--- src/dual_uart_port_pkg.sv ---
// constants and types shared by the host bus port and its channel register sets
// assumes one 100 MHz clock; all host pins are asynchronous to it
package dual_uart_port_pkg;

  // clock
  localparam int CLK_PERIOD_NS = 10;

  // synchroniser vector layout: strobes, selects, address, data
  localparam int SYNC_W    = 15;
  localparam int RD_POS    = 0;
  localparam int WR_POS    = 1;
  localparam int SEL_A_POS = 2;
  localparam int SEL_B_POS = 3;
  localparam int ADDR_LSB  = 4;
  localparam int DATA_LSB  = 7;

  // strobes and selects idle high after reset
  localparam logic [14:0] SYNC_RESET = 15'h000F;

  // per-channel register set
  localparam int          REG_COUNT      = 8;
  localparam logic [2:0]  MCR_INDEX      = 3'h4;
  localparam int          MCR_IRQ_EN_BIT = 3;
  localparam logic [7:0]  REG_RESET      = 8'h00;
  localparam logic [7:0]  DATA_IDLE      = 8'h00;

  typedef enum logic [1:0] {
    PH_IDLE  = 2'b00,
    PH_READ  = 2'b01,
    PH_WRITE = 2'b10
  } phase_t;

endpackage

--- src/dual_uart_host_bus_port.sv ---
// host-side parallel bus port of a two-channel serial controller
// assumes host strobes, selects, address and data are asynchronous to sys_clk_in
// and that the host holds address and data stable around each strobe
//
// Notes on behaviour
// - three address bits pick a channel register
// - eight-bit data bus, driven on reads
// - read strobe fall starts read, drives byte
// - write byte loaded at write strobe rise
// - only the selected channel answers the bus
// - two independent channels, each own registers
// - enable bit set: drive irq, gp low
// - enable bit clear: float irq, gp high
`timescale 1ns/1ps
module dual_uart_host_bus_port (
  // clock and reset
  input  wire logic       sys_clk_in,
  input  wire logic       rst_in,
  // host bus
  input  wire logic [2:0] reg_addr_in,
  input  wire logic [7:0] bus_data_in,
  output logic      [7:0] bus_data_out,
  output logic            bus_data_oe_n_out,
  input  wire logic       read_strobe_n_in,
  input  wire logic       write_strobe_n_in,
  input  wire logic       chan_a_select_n_in,
  input  wire logic       chan_b_select_n_in,
  // interrupt sources from the channel cores
  input  wire logic       irq_src_chan_a_in,
  input  wire logic       irq_src_chan_b_in,
  // interrupt pins and general-purpose outputs
  output logic            irq_out_chan_a_out,
  output logic            irq_out_chan_a_oe_n_out,
  output logic            gp_out2_chan_a_n_out,
  output logic            irq_out_chan_b_out,
  output logic            irq_out_chan_b_oe_n_out,
  output logic            gp_out2_chan_b_n_out
);
  import dual_uart_port_pkg::*;

  typedef struct packed {
    logic [SYNC_W-1:0] s1;
    logic [SYNC_W-1:0] s2;
    logic [SYNC_W-1:0] s3;
    logic [SYNC_W-1:0] flt;
    phase_t            phase;
    logic              cap_a;
    logic [2:0]        cap_addr;
    logic [7:0]        cap_data;
    logic              wr_a;
    logic              wr_b;
    logic [7:0]        dout;
    logic              oe_n;
  } port_state_t;

  port_state_t st;
  port_state_t next_st;

  logic [2:0] rd_addr;
  logic [7:0] rd_data_a;
  logic [7:0] rd_data_b;
  logic       sel_a;
  logic       sel_b;
  logic       one_sel;
  // filtered pin levels as they stand after this edge
  logic [SYNC_W-1:0] flt_next;

  // a level moves only when the second and third stage agree
  function automatic logic [SYNC_W-1:0] settle(input logic [SYNC_W-1:0] old,
                                               input logic [SYNC_W-1:0] b,
                                               input logic [SYNC_W-1:0] c);
    settle = (old & (b ^ c)) | (c & ~(b ^ c));
  endfunction

  function automatic logic fell(input logic old, input logic now);
    fell = old & ~now;
  endfunction

  ////////////////////////////////////////////////////////////////////////////
  // channel register sets
  // kept apart from next_st so the read mux does not loop back into the sequencer
  assign flt_next = settle(st.flt, st.s2, st.s3);
  assign rd_addr  = (st.phase == PH_IDLE) ? flt_next[ADDR_LSB +: 3] : st.cap_addr;

  uart_chan_regs chan_a_regs (
    .sys_clk_in    (sys_clk_in),
    .rst_in        (rst_in),
    .wr_in         (st.wr_a),
    .wr_addr_in    (st.cap_addr),
    .wr_data_in    (st.cap_data),
    .rd_addr_in    (rd_addr),
    .rd_data_out   (rd_data_a),
    .irq_src_in    (irq_src_chan_a_in),
    .irq_out       (irq_out_chan_a_out),
    .irq_oe_n_out  (irq_out_chan_a_oe_n_out),
    .gp_out2_n_out (gp_out2_chan_a_n_out)
  );

  uart_chan_regs chan_b_regs (
    .sys_clk_in    (sys_clk_in),
    .rst_in        (rst_in),
    .wr_in         (st.wr_b),
    .wr_addr_in    (st.cap_addr),
    .wr_data_in    (st.cap_data),
    .rd_addr_in    (rd_addr),
    .rd_data_out   (rd_data_b),
    .irq_src_in    (irq_src_chan_b_in),
    .irq_out       (irq_out_chan_b_out),
    .irq_oe_n_out  (irq_out_chan_b_oe_n_out),
    .gp_out2_n_out (gp_out2_chan_b_n_out)
  );

  ////////////////////////////////////////////////////////////////////////////
  // access sequencing
  always_comb begin
    next_st      = st;
    next_st.s1   = {bus_data_in, reg_addr_in, chan_b_select_n_in, chan_a_select_n_in,
                    write_strobe_n_in, read_strobe_n_in};
    next_st.s2   = st.s1;
    next_st.s3   = st.s2;
    next_st.flt  = flt_next;
    next_st.wr_a = 1'b0;
    next_st.wr_b = 1'b0;
    // both selects low is treated as no select, so no bus fight between channels
    sel_a   = ~next_st.flt[SEL_A_POS];
    sel_b   = ~next_st.flt[SEL_B_POS];
    one_sel = sel_a ^ sel_b;
    case (st.phase)
      PH_IDLE: begin
        if (fell(st.flt[RD_POS], next_st.flt[RD_POS]) && one_sel) begin
          next_st.phase    = PH_READ;
          next_st.cap_a    = sel_a;
          next_st.cap_addr = next_st.flt[ADDR_LSB +: 3];
          next_st.dout     = sel_a ? rd_data_a : rd_data_b;
          next_st.oe_n     = 1'b0;
        end else if (fell(st.flt[WR_POS], next_st.flt[WR_POS]) && one_sel) begin
          next_st.phase    = PH_WRITE;
          next_st.cap_a    = sel_a;
          next_st.cap_addr = next_st.flt[ADDR_LSB +: 3];
          next_st.cap_data = next_st.flt[DATA_LSB +: 8];
        end
      end
      PH_READ: begin
        // byte stands until the strobe rises so the host can take it then
        if (next_st.flt[RD_POS]) begin
          next_st.phase = PH_IDLE;
          next_st.oe_n  = 1'b1;
        end
      end
      PH_WRITE: begin
        if (next_st.flt[WR_POS]) begin
          next_st.phase = PH_IDLE;
          next_st.wr_a  = st.cap_a;
          next_st.wr_b  = ~st.cap_a;
        end else begin
          next_st.cap_data = next_st.flt[DATA_LSB +: 8];
        end
      end
      default: begin
        next_st.phase = PH_IDLE;
        next_st.oe_n  = 1'b1;
      end
    endcase
  end

  always_ff @(posedge sys_clk_in or posedge rst_in) begin
    if (rst_in) begin
      st <= '{s1: SYNC_RESET, s2: SYNC_RESET, s3: SYNC_RESET, flt: SYNC_RESET,
              phase: PH_IDLE, cap_a: 1'b0, cap_addr: 3'h0, cap_data: DATA_IDLE,
              wr_a: 1'b0, wr_b: 1'b0, dout: DATA_IDLE, oe_n: 1'b1};
    end else begin
      st <= next_st;
    end
  end

  assign bus_data_out      = st.dout;
  assign bus_data_oe_n_out = st.oe_n;
endmodule

--- src/uart_chan_regs.sv ---
// register set of one serial channel plus its interrupt pin control
// assumes write pulses and addresses come from the host bus port on the same clock
`timescale 1ns/1ps
module uart_chan_regs (
  // clock and reset
  input  wire logic       sys_clk_in,
  input  wire logic       rst_in,
  // register access from the bus port
  input  wire logic       wr_in,
  input  wire logic [2:0] wr_addr_in,
  input  wire logic [7:0] wr_data_in,
  input  wire logic [2:0] rd_addr_in,
  output logic      [7:0] rd_data_out,
  // interrupt from the channel core, same clock
  input  wire logic       irq_src_in,
  // interrupt pin and general-purpose output
  output logic            irq_out,
  output logic            irq_oe_n_out,
  output logic            gp_out2_n_out
);
  import dual_uart_port_pkg::*;

  typedef struct packed {
    logic [REG_COUNT-1:0][7:0] regs;
    logic                      irq;
    logic                      oe_n;
    logic                      gp_n;
  } chan_state_t;

  chan_state_t st;
  chan_state_t next_st;

  ////////////////////////////////////////////////////////////////////////////
  always_comb begin
    next_st = st;
    if (wr_in) begin
      next_st.regs[wr_addr_in] = wr_data_in;
    end
    next_st.irq  = irq_src_in;
    next_st.oe_n = ~st.regs[MCR_INDEX][MCR_IRQ_EN_BIT];
    next_st.gp_n = ~st.regs[MCR_INDEX][MCR_IRQ_EN_BIT];
  end

  always_ff @(posedge sys_clk_in or posedge rst_in) begin
    if (rst_in) begin
      st <= '{regs: {REG_COUNT{REG_RESET}}, irq: 1'b0, oe_n: 1'b1, gp_n: 1'b1};
    end else begin
      st <= next_st;
    end
  end

  // read mux is plain; the bus port registers the byte before the pins
  assign rd_data_out   = st.regs[rd_addr_in];
  assign irq_out       = st.irq;
  assign irq_oe_n_out  = st.oe_n;
  assign gp_out2_n_out = st.gp_n;
endmodule
--- config.mk ---
export PLATFORM = sky130hd
export DESIGN_NAME = dual_uart_host_bus_port
export DESIGN_NICKNAME = d
export VERILOG_FILES = /design/src/dual_uart_port_pkg.sv /design/src/dual_uart_host_bus_port.sv /design/src/uart_chan_regs.sv
export SDC_FILE = /design/constraint.sdc
export NUM_CORES = 1
export LEC_CHECK = 0
export BUFFER_PORTS_ARGS = -buffer_cell sky130_fd_sc_hd__buf_4
export CAP_MARGIN = 20
export CORE_MARGIN = 1.5
export CORE_UTILIZATION = 28
export CTS_CLUSTER_DIAMETER = 80
export DETAILED_ROUTE_END_ITERATION = 7
export PLACE_DENSITY = 0.45
export SLEW_MARGIN = 25
export SYNTH_ARGS = -nofsm -noshare
export SYNTH_HDL_FRONTEND = slang
export SYNTH_SLANG_ARGS = --single-unit
--- constraint.sdc ---
create_clock -name sys_clk_in -period 7.5 [get_ports sys_clk_in]
set_input_delay 1.5 -clock sys_clk_in [delete_from_list [all_inputs] [get_ports sys_clk_in]]
set_output_delay 1.5 -clock sys_clk_in [all_outputs]
set_load 0.05 [all_outputs]
==> results of run 1 <==
-- kinds of logic after synthesis --
logic type	after synthesis	share of synthesized area [%]
muxes	160	21.2
adders and majority gates	15	1.74
DFF	217	62.1
xor gates and xnor gates	1	0.0998
AOI/OAI and AO/OA	33	2.84
and+or+nand+nor	177	9.44
buffers and inverters	41	2.49
-- power groups by stage --
stage,logic [mW],clock network (mW),registers [mW]
4_1_cts,0.693,1.25,1.69
6_report,0.680,1.21,1.68
3_5_place_dp,0.692,0,1.71
5_1_grt,0.741,1.29,1.73
3_3_place_gp,0.676,0,1.69
2_1_floorplan,0.613,0,1.57
-- state kept, by name, summed over array words and instances, names as in the netlist --
| signal | cells |
|---|---|
| bus_data_oe_n_out | 1 |
| chan_b_regs.irq_oe_n_out | 1 |
| st | 46 |
| chan_a_regs.irq_out | 1 |
| bus_data_out | 8 |
| next_st | 30 |
| chan_a_regs.st | 64 |
| chan_b_regs.irq_out | 1 |
| chan_b_regs.st | 64 |
| chan_a_regs.irq_oe_n_out | 1 |
-- critical path, stage by stage, from the launching register on --
cell and delay (ns):
dfrtp_1 0.47, nor2_4 0.27, mux2_2 0.68, nor2_1 0.58
a32o_1 0.27, nor3_1 0.05, a221o_1 0.27
-- cell type report --
| class | instances | area, sq um | share of cell area (%) |
|---|---|---|---|
| Sequential cell | 217 | 5450 | 53.5 |
| Timing Repair Buffer | 38 | 285 | 2.80 |
| Inverter | 4 | 27.5 | 0.270 |
| Multi-Input combinational cell | 386 | 3110 | 30.5 |
| Clock buffer | 34 | 699 | 6.86 |
| Tap cell | 396 | 495 | 4.86 |
| Clock inverter | 10 | 129 | 1.26 |
-- placed cells by master (no fill, tap or decap), types with 3 or more instances in the layout --
| cell | netlist | final |
|---|---|---|
| dfrtp_1 | 198 | 198 |
| mux2_2 | 140 | 140 |
| nand2_1 | 101 | 101 |
| buf_4 | 14 | 38 |
| clkbuf_16 | 0 | 25 |
| nand3_1 | 23 | 23 |
| dfstp_2 | 19 | 19 |
| nor2_1 | 14 | 14 |
| nand4_1 | 13 | 13 |
| maj3_1 | 13 | 13 |
| mux2i_1 | 13 | 11 |
| a21oi_1 | 11 | 11 |
| mux4_2 | 7 | 7 |
| a32oi_1 | 7 | 7 |
| a221oi_1 | 7 | 7 |
| nor3_2 | 5 | 5 |
| clkbuf_1 | 17 | 5 |
| nand2b_1 | 4 | 4 |
| clkbuf_8 | 0 | 4 |
| nand4b_1 | 3 | 3 |
| inv_1 | 4 | 3 |
| nor2b_1 | 3 | 3 |
| clkinv_4 | 0 | 3 |
| clkinvlp_4 | 0 | 3 |
-- per-layer routing --
metal	global-route usage (%)	vias to the layer above
li1	-	2336
met1	16.6	2656
met2	20.7	77
met3	1.76	30
met4	3.56	0
met5	0	-
-- metrics by stage --
stage	total power [mW]	hold WS, ns	setup slack, ns	util [%]	area [sq um]
after floorplan	2.19	0.331	0.0954	-	8780
after global placement	2.37	0.333	4.20	30.5	9370
after CTS	3.63	0.352	4.66	33.2	10200
after detailed placement	2.40	0.337	4.11	30.5	9370
after global routing	3.77	0.355	4.61	33.2	10200
final	3.58	0.349	4.75	33.2	10200
-- worst paths after layout --
kind	start	to	slack, ns	cells past startpoint
min in group asynchronous	rst_in	st[23]	1.12	2
max in group asynchronous	rst_in	chan_a_regs.st[22]	4.97	3
max reg2reg	st[23]	bus_data_out[2]	4.75	6
min	next_st[69]	next_st[54]	0.35	0
min reg2reg	next_st[69]	next_st[54]	0.35	0
max	st[23]	bus_data_out[2]	4.75	6
==> run metrics, run 1 <==
status finished clean; NetSw 1.12 mW; # Max-Cap Violations 0; CTS tree built; Final setup viols 0; Slew HR 29.8%; Final Hold Viols 0; largest net degree at the start of global routing 149; Final period util 36.6%; Avg Inst Size Synth 13.6 sq um; Worst-Skew Late Latency 0.52 ns; global-route usage over all layers 12.3%; IO buf count 33; Max Used Layer met4; P_int 2.46 mW; Worst VDD drop 0.169 mV; fillcell total 3103; Root Driver clkbuf_16; # clock sinks 217; synthesis-stage register bit count 217; Setup TNS 0 ns; number of flops mapped to enable cells by yosys 0; fraction of power spent switching nets 31.2%; Die Y-Extent 180 um; GRT overflow 0; Final Max Slew Viols 0; post-DP HPWL 12.3 mm; final cell count without fillers 1085; ys async rst share 100%; ant diodes 0; clock power share 33.9%; WL/cell 17.9 um; CTS H-Tree Depth 1; Reg power frac 47.1%; first-pass GRT wire length 31.6 mm; drt drc 0; required time of the worst setup path 7.90 ns; Max Freq 0.364 GHz; final WL 19.5 mm; met2 WL 9.41 mm; GPL Wtd Cong 0.732; Comb power frac 19.0%; Max FO, Critical Path 34; Post-synth top cells dfrtp_1 (198), mux2_2 (140), nand2_1 (101); synth top area cells dfrtp_1 (56%), mux2_2 (18%), dfstp_2 (5.7%); Hold Crit Class register to register; Netlist cell types 40; postcts setup bufs 0; CP endpoint kind register; LEAKAGE 4.60 nW; site row count 64; Worst setup SP type register; met1 wire length 8.90 mm; placed insts 1041; initial drt markers 224; Synth warnings 0; worst-margin pin slew 1.05 ns; post-layout min period 2.75 ns; via count 5099; Starting Density 28.5%; CTS Hold Bufs 0; skew final 0.00900 ns; post-DR vias/cell 4.70; layout cell share with drive strength beyond 1 37.4%; DRT Pass-1 Iters 4; clock slew at reported path FFs 0.06 ns; initial antenna violation count 0; vias in the first global route 5518; nets@finish 690; # resized after CTS 0; RSZ-0062 raised after global routing false; met3 WL 762 um; Core Footprint 30700 sq um; power density cells 351 nW/um^2; Layout Area Growth over Synthesis 16.2%; Die Area 32400 sq um; sequential area share after synthesis 62.1%; deepest clock path buffer count 3; Mapped Area 8780 sq um; Syn Inst Count 644; Die X 180 um; CTS buffer count 24; Ports 34; top-count cell post-synth dfrtp_1; Synth top area share 56.5%; critical path type register to register; WP data arrival 3.14 ns; antenna viol nets, final 0; cell taking the most area after synthesis dfrtp_1; dominant synthesized flop cell dfrtp_1; Mapped Nets 663
Note: power is estimated with default switching activity, not from simulation.
==> inputs of run 2 (changes only) <==
==> constraint.sdc (replaced) <==
create_clock -name sys_clk_in -period 2.5 [get_ports sys_clk_in]
set_input_delay 0.5 -clock sys_clk_in [delete_from_list [all_inputs] [get_ports sys_clk_in]]
set_output_delay 0.5 -clock sys_clk_in [all_outputs]
set_load 0.05 [all_outputs]
==> run 2 against run 1 <==
Compared with the run above:
- sequential share of layout area shrank 1.4 points
- power grew to 3.0 times the previous value
- via count grew 1.7%
- routed wire length grew 4.5%
- sequential power grew to 3.0 times the previous value
- sequential cell count is the same
- count of clock-buffer cells in the layout grew 5
- critical endpoint is now bus_data_out[5]
- global-route usage grew 0.53 points
- non-clock buffer count grew 29
- maximum frequency grew 15%
==> run metrics, run 2 (synthesized netlist as in run 1, its figures left out) <==
reg2reg end bus_data_out[5]; largest net degree at the start of global routing 48 (-68%); Final setup viols 0 (unchanged); Max Freq 0.417 GHz (+15%); final WL 20.3 mm (+4.5%); first-pass GRT wire length 32.6 mm (+2.9%); layout cell share with drive strength beyond 1 39.7% (+2.3 points); Final Max Slew Viols 0 (unchanged); power density cells 1020 nW/um^2 (+190%); most common cell after layout, fill and taps aside dfrtp_1; post-DR vias/cell 4.65 (-1.1%); Die Y-Extent 180 um (unchanged); Root Driver clkbuf_16; RSZ-0062 raised after global routing false; Max FO, Critical Path 21 (-38%); Hold Crit Class input port to async pin; Core Footprint 30700 sq um (unchanged); critical path type register to register; Ports 34 (unchanged); CTS H-Tree Depth 1 (unchanged); drt drc 0 (unchanged); skew final 0.0144 ns (+0.00538 ns); Worst VDD drop 0.547 mV (+220%); site row count 64 (unchanged); Reg-to-Reg Start st[24]; postcts setup bufs 0 (unchanged); Final Hold Viols 0 (unchanged); vias in the first global route 5646 (+2.3%); GPL Wtd Cong 0.763 (+4.2%); post-DP HPWL 13.5 mm (+9.2%); WL/cell 18.2 um (+1.6%); via count 5186 (+1.7%); IO buf count 33 (unchanged); initial antenna violation count 0 (unchanged); DRT Pass-1 Iters 4 (unchanged); post-layout min period 2.40 ns (-0.348 ns); CTS tree built; initial drt markers 222 (-0.89%); Starting Density 28.5% (unchanged); R2R depth 7 (+1); deepest clock path buffer count 3 (unchanged); nets@finish 720 (+4.3%); # clock sinks 217 (unchanged); Slew HR 53.9% (+24 points); # Max-Cap Violations 0 (unchanged); Final period util 95.9% (+59 points); Reg area 5450 sq um (unchanged); final total power 10.7 mW (+200%); clock slew at reported path FFs 0.07 ns (about the same); WP data arrival 2.85 ns (-0.29 ns); antenna viol nets, final 0 (unchanged); CP endpoint kind register; reg2reg setup slack 0.10 ns (-4.65 ns); area of the multi-input gates 3120 sq um (+0.16%); status finished clean; worst-margin pin slew 0.692 ns (-0.354 ns); top flop regs chan_a_regs.st x64, chan_b_regs.st x64, st x46; CTS buffer count 25 (+4.2%); global-route usage over all layers 12.9% (+0.53 points); Worst setup SP type register; Die Area 32400 sq um (unchanged); LEAKAGE 4.78 nW (+3.9%); fillcell total 3045 (-1.9%); Setup TNS 0 ns (unchanged); Layout Area Growth over Synthesis 19.4%; required time of the worst setup path 2.95 ns (-4.95 ns); Die X 180 um (unchanged); GRT overflow 0 (unchanged); Worst-Skew Late Latency 0.52 ns (about the same); ant diodes 0 (unchanged); commonest non-fill, non-tap cells in the layout dfrtp_1 (198), mux2_2 (140), nand2_1 (101), buf_4 (59), clkbuf_16 (25)
run 2: how the worst max path moves through the flow:
stage	cells past startpoint	slack [ns]	end	from
6_report	7	0.10	bus_data_out[5]	st[24]
5_1_grt	5	0.009	bus_data_out[6]	st[24]
4_1_cts	6	0.12	bus_data_out[2]	st[24]
3_5_place_dp	6	0.14	bus_data_out[2]	st[23]
3_3_place_gp	7	0.15	bus_data_out[7]	st[23]
2_1_floorplan	1	-0.81	bus_data_out[0]	rst_in
run 2: final cells by class:
| type | count | share of cell area, % |
|---|---|---|
| clock buffer | 39 | 6.95 |
| tap | 396 | 4.73 |
| multi-input combinational | 386 | 29.7 |
| clock inverter | 7 | 0.609 |
| sequential | 217 | 52.0 |
| inverter | 4 | 0.179 |
| timing repair buffer | 67 | 5.76 |
run 2: what timing repair did:
item	in CTS	in global routing
hold buffers	0	0
setup endpoints to repair	0	1
resized for setup	0	1
run 2: worst max-delay path, cell delays in order (launching register included):
cell     delay, ns
dfrtp_1       0.45
nor2_4        0.29
mux2_2        0.60
nor2_1        0.17
buf_4         0.20
a32oi_1       0.23
nand4_1       0.24
nand3_1       0.12
run 2: per-layer routing:
layer	global-route usage, %	vias up	part of all wire, %
li1	-	2391	-
met1	17.1	2693	47
met2	22.0	73	48
met3	1.84	29	3.0
met4	3.43	0	2.0
met5	0	-	0
run 2: through the flow:
stage,hold slack (ns),area [sq um],std cells,util [%],setup WS [ns]
2_1_floorplan,0.331,8780,644,-,-0.811
3_3_place_gp,0.333,9680,1070,31.5,0.152
3_5_place_dp,0.336,9680,1070,31.5,0.138
4_1_cts,0.0659,10500,1116,34.1,0.118
5_1_grt,0.0661,10500,1116,34.1,0.00888
6_report,0.0722,10500,1116,34.1,0.101
run 2: power breakdown:
| group | internal [mW] | switching [mW] | total (mW) |
|---|---|---|---|
| Clock | 2.10 | 1.40 | 3.49 |
| Combinational | 1.04 | 1.18 | 2.22 |
| Sequential | 4.27 | 0.758 | 5.03 |
| Total | 7.41 | 3.33 | 10.7 |
==> inputs of run 3 (changes only) <==
--- a/config.mk
+++ b/config.mk
@@ -11,7 +11,7 @@
 export CORE_UTILIZATION = 28
 export CTS_CLUSTER_DIAMETER = 80
 export DETAILED_ROUTE_END_ITERATION = 7
-export PLACE_DENSITY = 0.45
+export PLACE_DENSITY = 0.42
 export SLEW_MARGIN = 25
 export SYNTH_ARGS = -nofsm -noshare
 export SYNTH_HDL_FRONTEND = slang
==> run 3 against run 2 <==
Compared with the run above:
- first-iteration DRC count fell by 20%
- critical path depth fell by 1
- sequential cell count did not move
- utilization rose by 0.21 points
- largest cell class unchanged
- combinational power rose by 2%
- largest power group unchanged
==> run metrics, run 3 (synthesized netlist as in run 1, its figures left out) <==
status finished clean; required time of the worst setup path 2.88 ns (-0.07 ns); antenna viol nets, final 0 (unchanged); global routing usage on met3 2.02% (+0.18 points); fillcell total 3053 (+0.26%); initial drt markers 178 (-20%); power density cells 1060 nW/um^2 (+3.3%); post-DR vias/cell 4.70 (+1.2%); via count 5256 (+1.3%); WL/cell 18.7 um (+2.8%); Die X 180 um (unchanged); Buf+Inv Stages, Crit Path 1 (unchanged); Worst-Skew Late Latency 0.53 ns (about the same); commonest non-fill, non-tap cells in the layout dfrtp_1 (198), mux2_2 (138), nand2_1 (101), buf_4 (65), clkbuf_16 (25); Layout Area Growth over Synthesis 20.1%; Worst path max stage delay 0.48 ns (-0.12 ns); Setup TNS 0 ns (unchanged); Worst VDD drop 0.606 mV (+11%); Final period util 95.1% (-0.81 points); final WL 20.9 mm (+2.9%); # Max-Cap Violations 0 (unchanged); post-layout util 34.3% (+0.21 points); skew final 0.0211 ns (+0.00670 ns); initial antenna violation count 0 (unchanged); Core Footprint 30700 sq um (unchanged); global-route usage over all layers 13.4% (+0.58 points); cells along the critical path nor2_4, buf_4, mux2_4, mux4_2, a221oi_2, nand3_1; critical path type register to register; grt met1 use 18.1% (+1.1 points); GPL Wtd Cong 0.771 (+1.1%); clock slew at reported path FFs 0.06 ns (about the same); worst hold path startpoint bus_data_in[1]; Max Freq 0.420 GHz (+0.85%); top cell family by delay on the critical path multiplexers; CP endpoint kind register; Worst setup startpoint st[23]; WP data arrival 2.76 ns (-0.09 ns); Die Area 32400 sq um (unchanged); post-layout min period 2.38 ns (-0.0202 ns); CTS buffer count 25 (unchanged); largest net degree at the start of global routing 96 (+100%); worst-margin pin slew 0.707 ns (+0.0145 ns); post-DP HPWL 13.8 mm (+2.1%); Hold Crit Class input port to register; Reg-to-Reg Start st[23]; first-pass GRT wire length 34.2 mm (+5.0%); layout cell share with drive strength beyond 1 40.4% (+0.72 points); top flop regs chan_a_regs.st x64, chan_b_regs.st x64, st x46; deepest clock path buffer count 3 (unchanged); Starting Density 28.5% (unchanged); Worst setup SP type register; Slew HR 52.9% (-0.97 points); Final Hold Viols 0 (unchanged); drt drc 0 (unchanged); GRT overflow 0 (unchanged); Top Usage Layer GRT met2; vias in the first global route 5723 (+1.4%); Ports 34 (unchanged); # clock sinks 217 (unchanged); ant diodes 0 (unchanged); Final setup viols 0 (unchanged); Die Y-Extent 180 um (unchanged); Slowest-stage cell, CP mux4_2; Max FO, Critical Path 8 (-62%); most common cell after layout, fill and taps aside dfrtp_1; met2 global-route usage 22.4% (+0.40 points); Final Max Slew Viols 0 (unchanged); CTS H-Tree Depth 1 (unchanged); DRT Pass-1 Iters 4 (unchanged); LEAKAGE 4.82 nW (+0.84%); nets@finish 723 (+0.42%); Root Driver clkbuf_16; site row count 64 (unchanged); CTS tree built; IO buf count 33 (unchanged)
run 3: path summary, 6_finish.rpt:
kind                                           end  slack (ns)  cells past startpoint
worst max-delay path               bus_data_out[6]        0.12                      6
worst min-delay path                   next_st[63]        0.07                      1
worst max register to register     bus_data_out[6]        0.12                      6
worst min register to register         next_st[47]        0.35                      0
max in group asynchronous       chan_b_regs.st[57]        1.11                      4
min in group asynchronous                   st[17]        0.50                      3
run 3: cell type report:
class | count | area (sq um) | area share (%)
timing repair buffer | 70 | 578 | 5.48
inverter | 4 | 18.8 | 0.178
sequential | 217 | 5450 | 51.7
multi-input combinational | 386 | 3140 | 29.8
clock inverter | 11 | 159 | 1.51
clock buffer | 34 | 699 | 6.63
tap | 396 | 495 | 4.70
run 3: power breakdown:
group | total, mW | internal (mW) | switching (mW)
sequential | 5.09 | 4.27 | 0.824
clock | 3.80 | 2.36 | 1.44
combinational | 2.27 | 1.06 | 1.21
run 3: timing repair:
action,in CTS,in global routing
setup endpoints to repair,2,4
pin swaps,0,1
buffers inserted,0,5
resized for setup,4,1
endpoints found under the hold margin,11,0
hold buffers,1,0
run 3: metal layers:
layer	vias to the layer above	routed length [um]	share of wire, %
li1	2389	-	-
met3	29	717	3.4
met1	2751	9710	46
met2	87	10000	48
met5	-	0	0
met4	0	481	2.3
run 3: stage by stage:
| step | hold slack, ns | setup WS [ns] | instance area [sq um] | cells | power [mW] |
|---|---|---|---|---|---|
| floorplan | 0.331 | -0.811 | 8780 | 644 | 6.56 |
| global placement | 0.332 | -0.0725 | 9610 | 1067 | 7.35 |
| detailed placement | 0.336 | -0.0666 | 9610 | 1067 | 7.41 |
| CTS | 0.0546 | 0.0460 | 10500 | 1113 | 11.3 |
| global route | 0.0485 | -0.00494 | 10500 | 1118 | 11.8 |
| finish | 0.0724 | 0.122 | 10500 | 1118 | 11.2 |
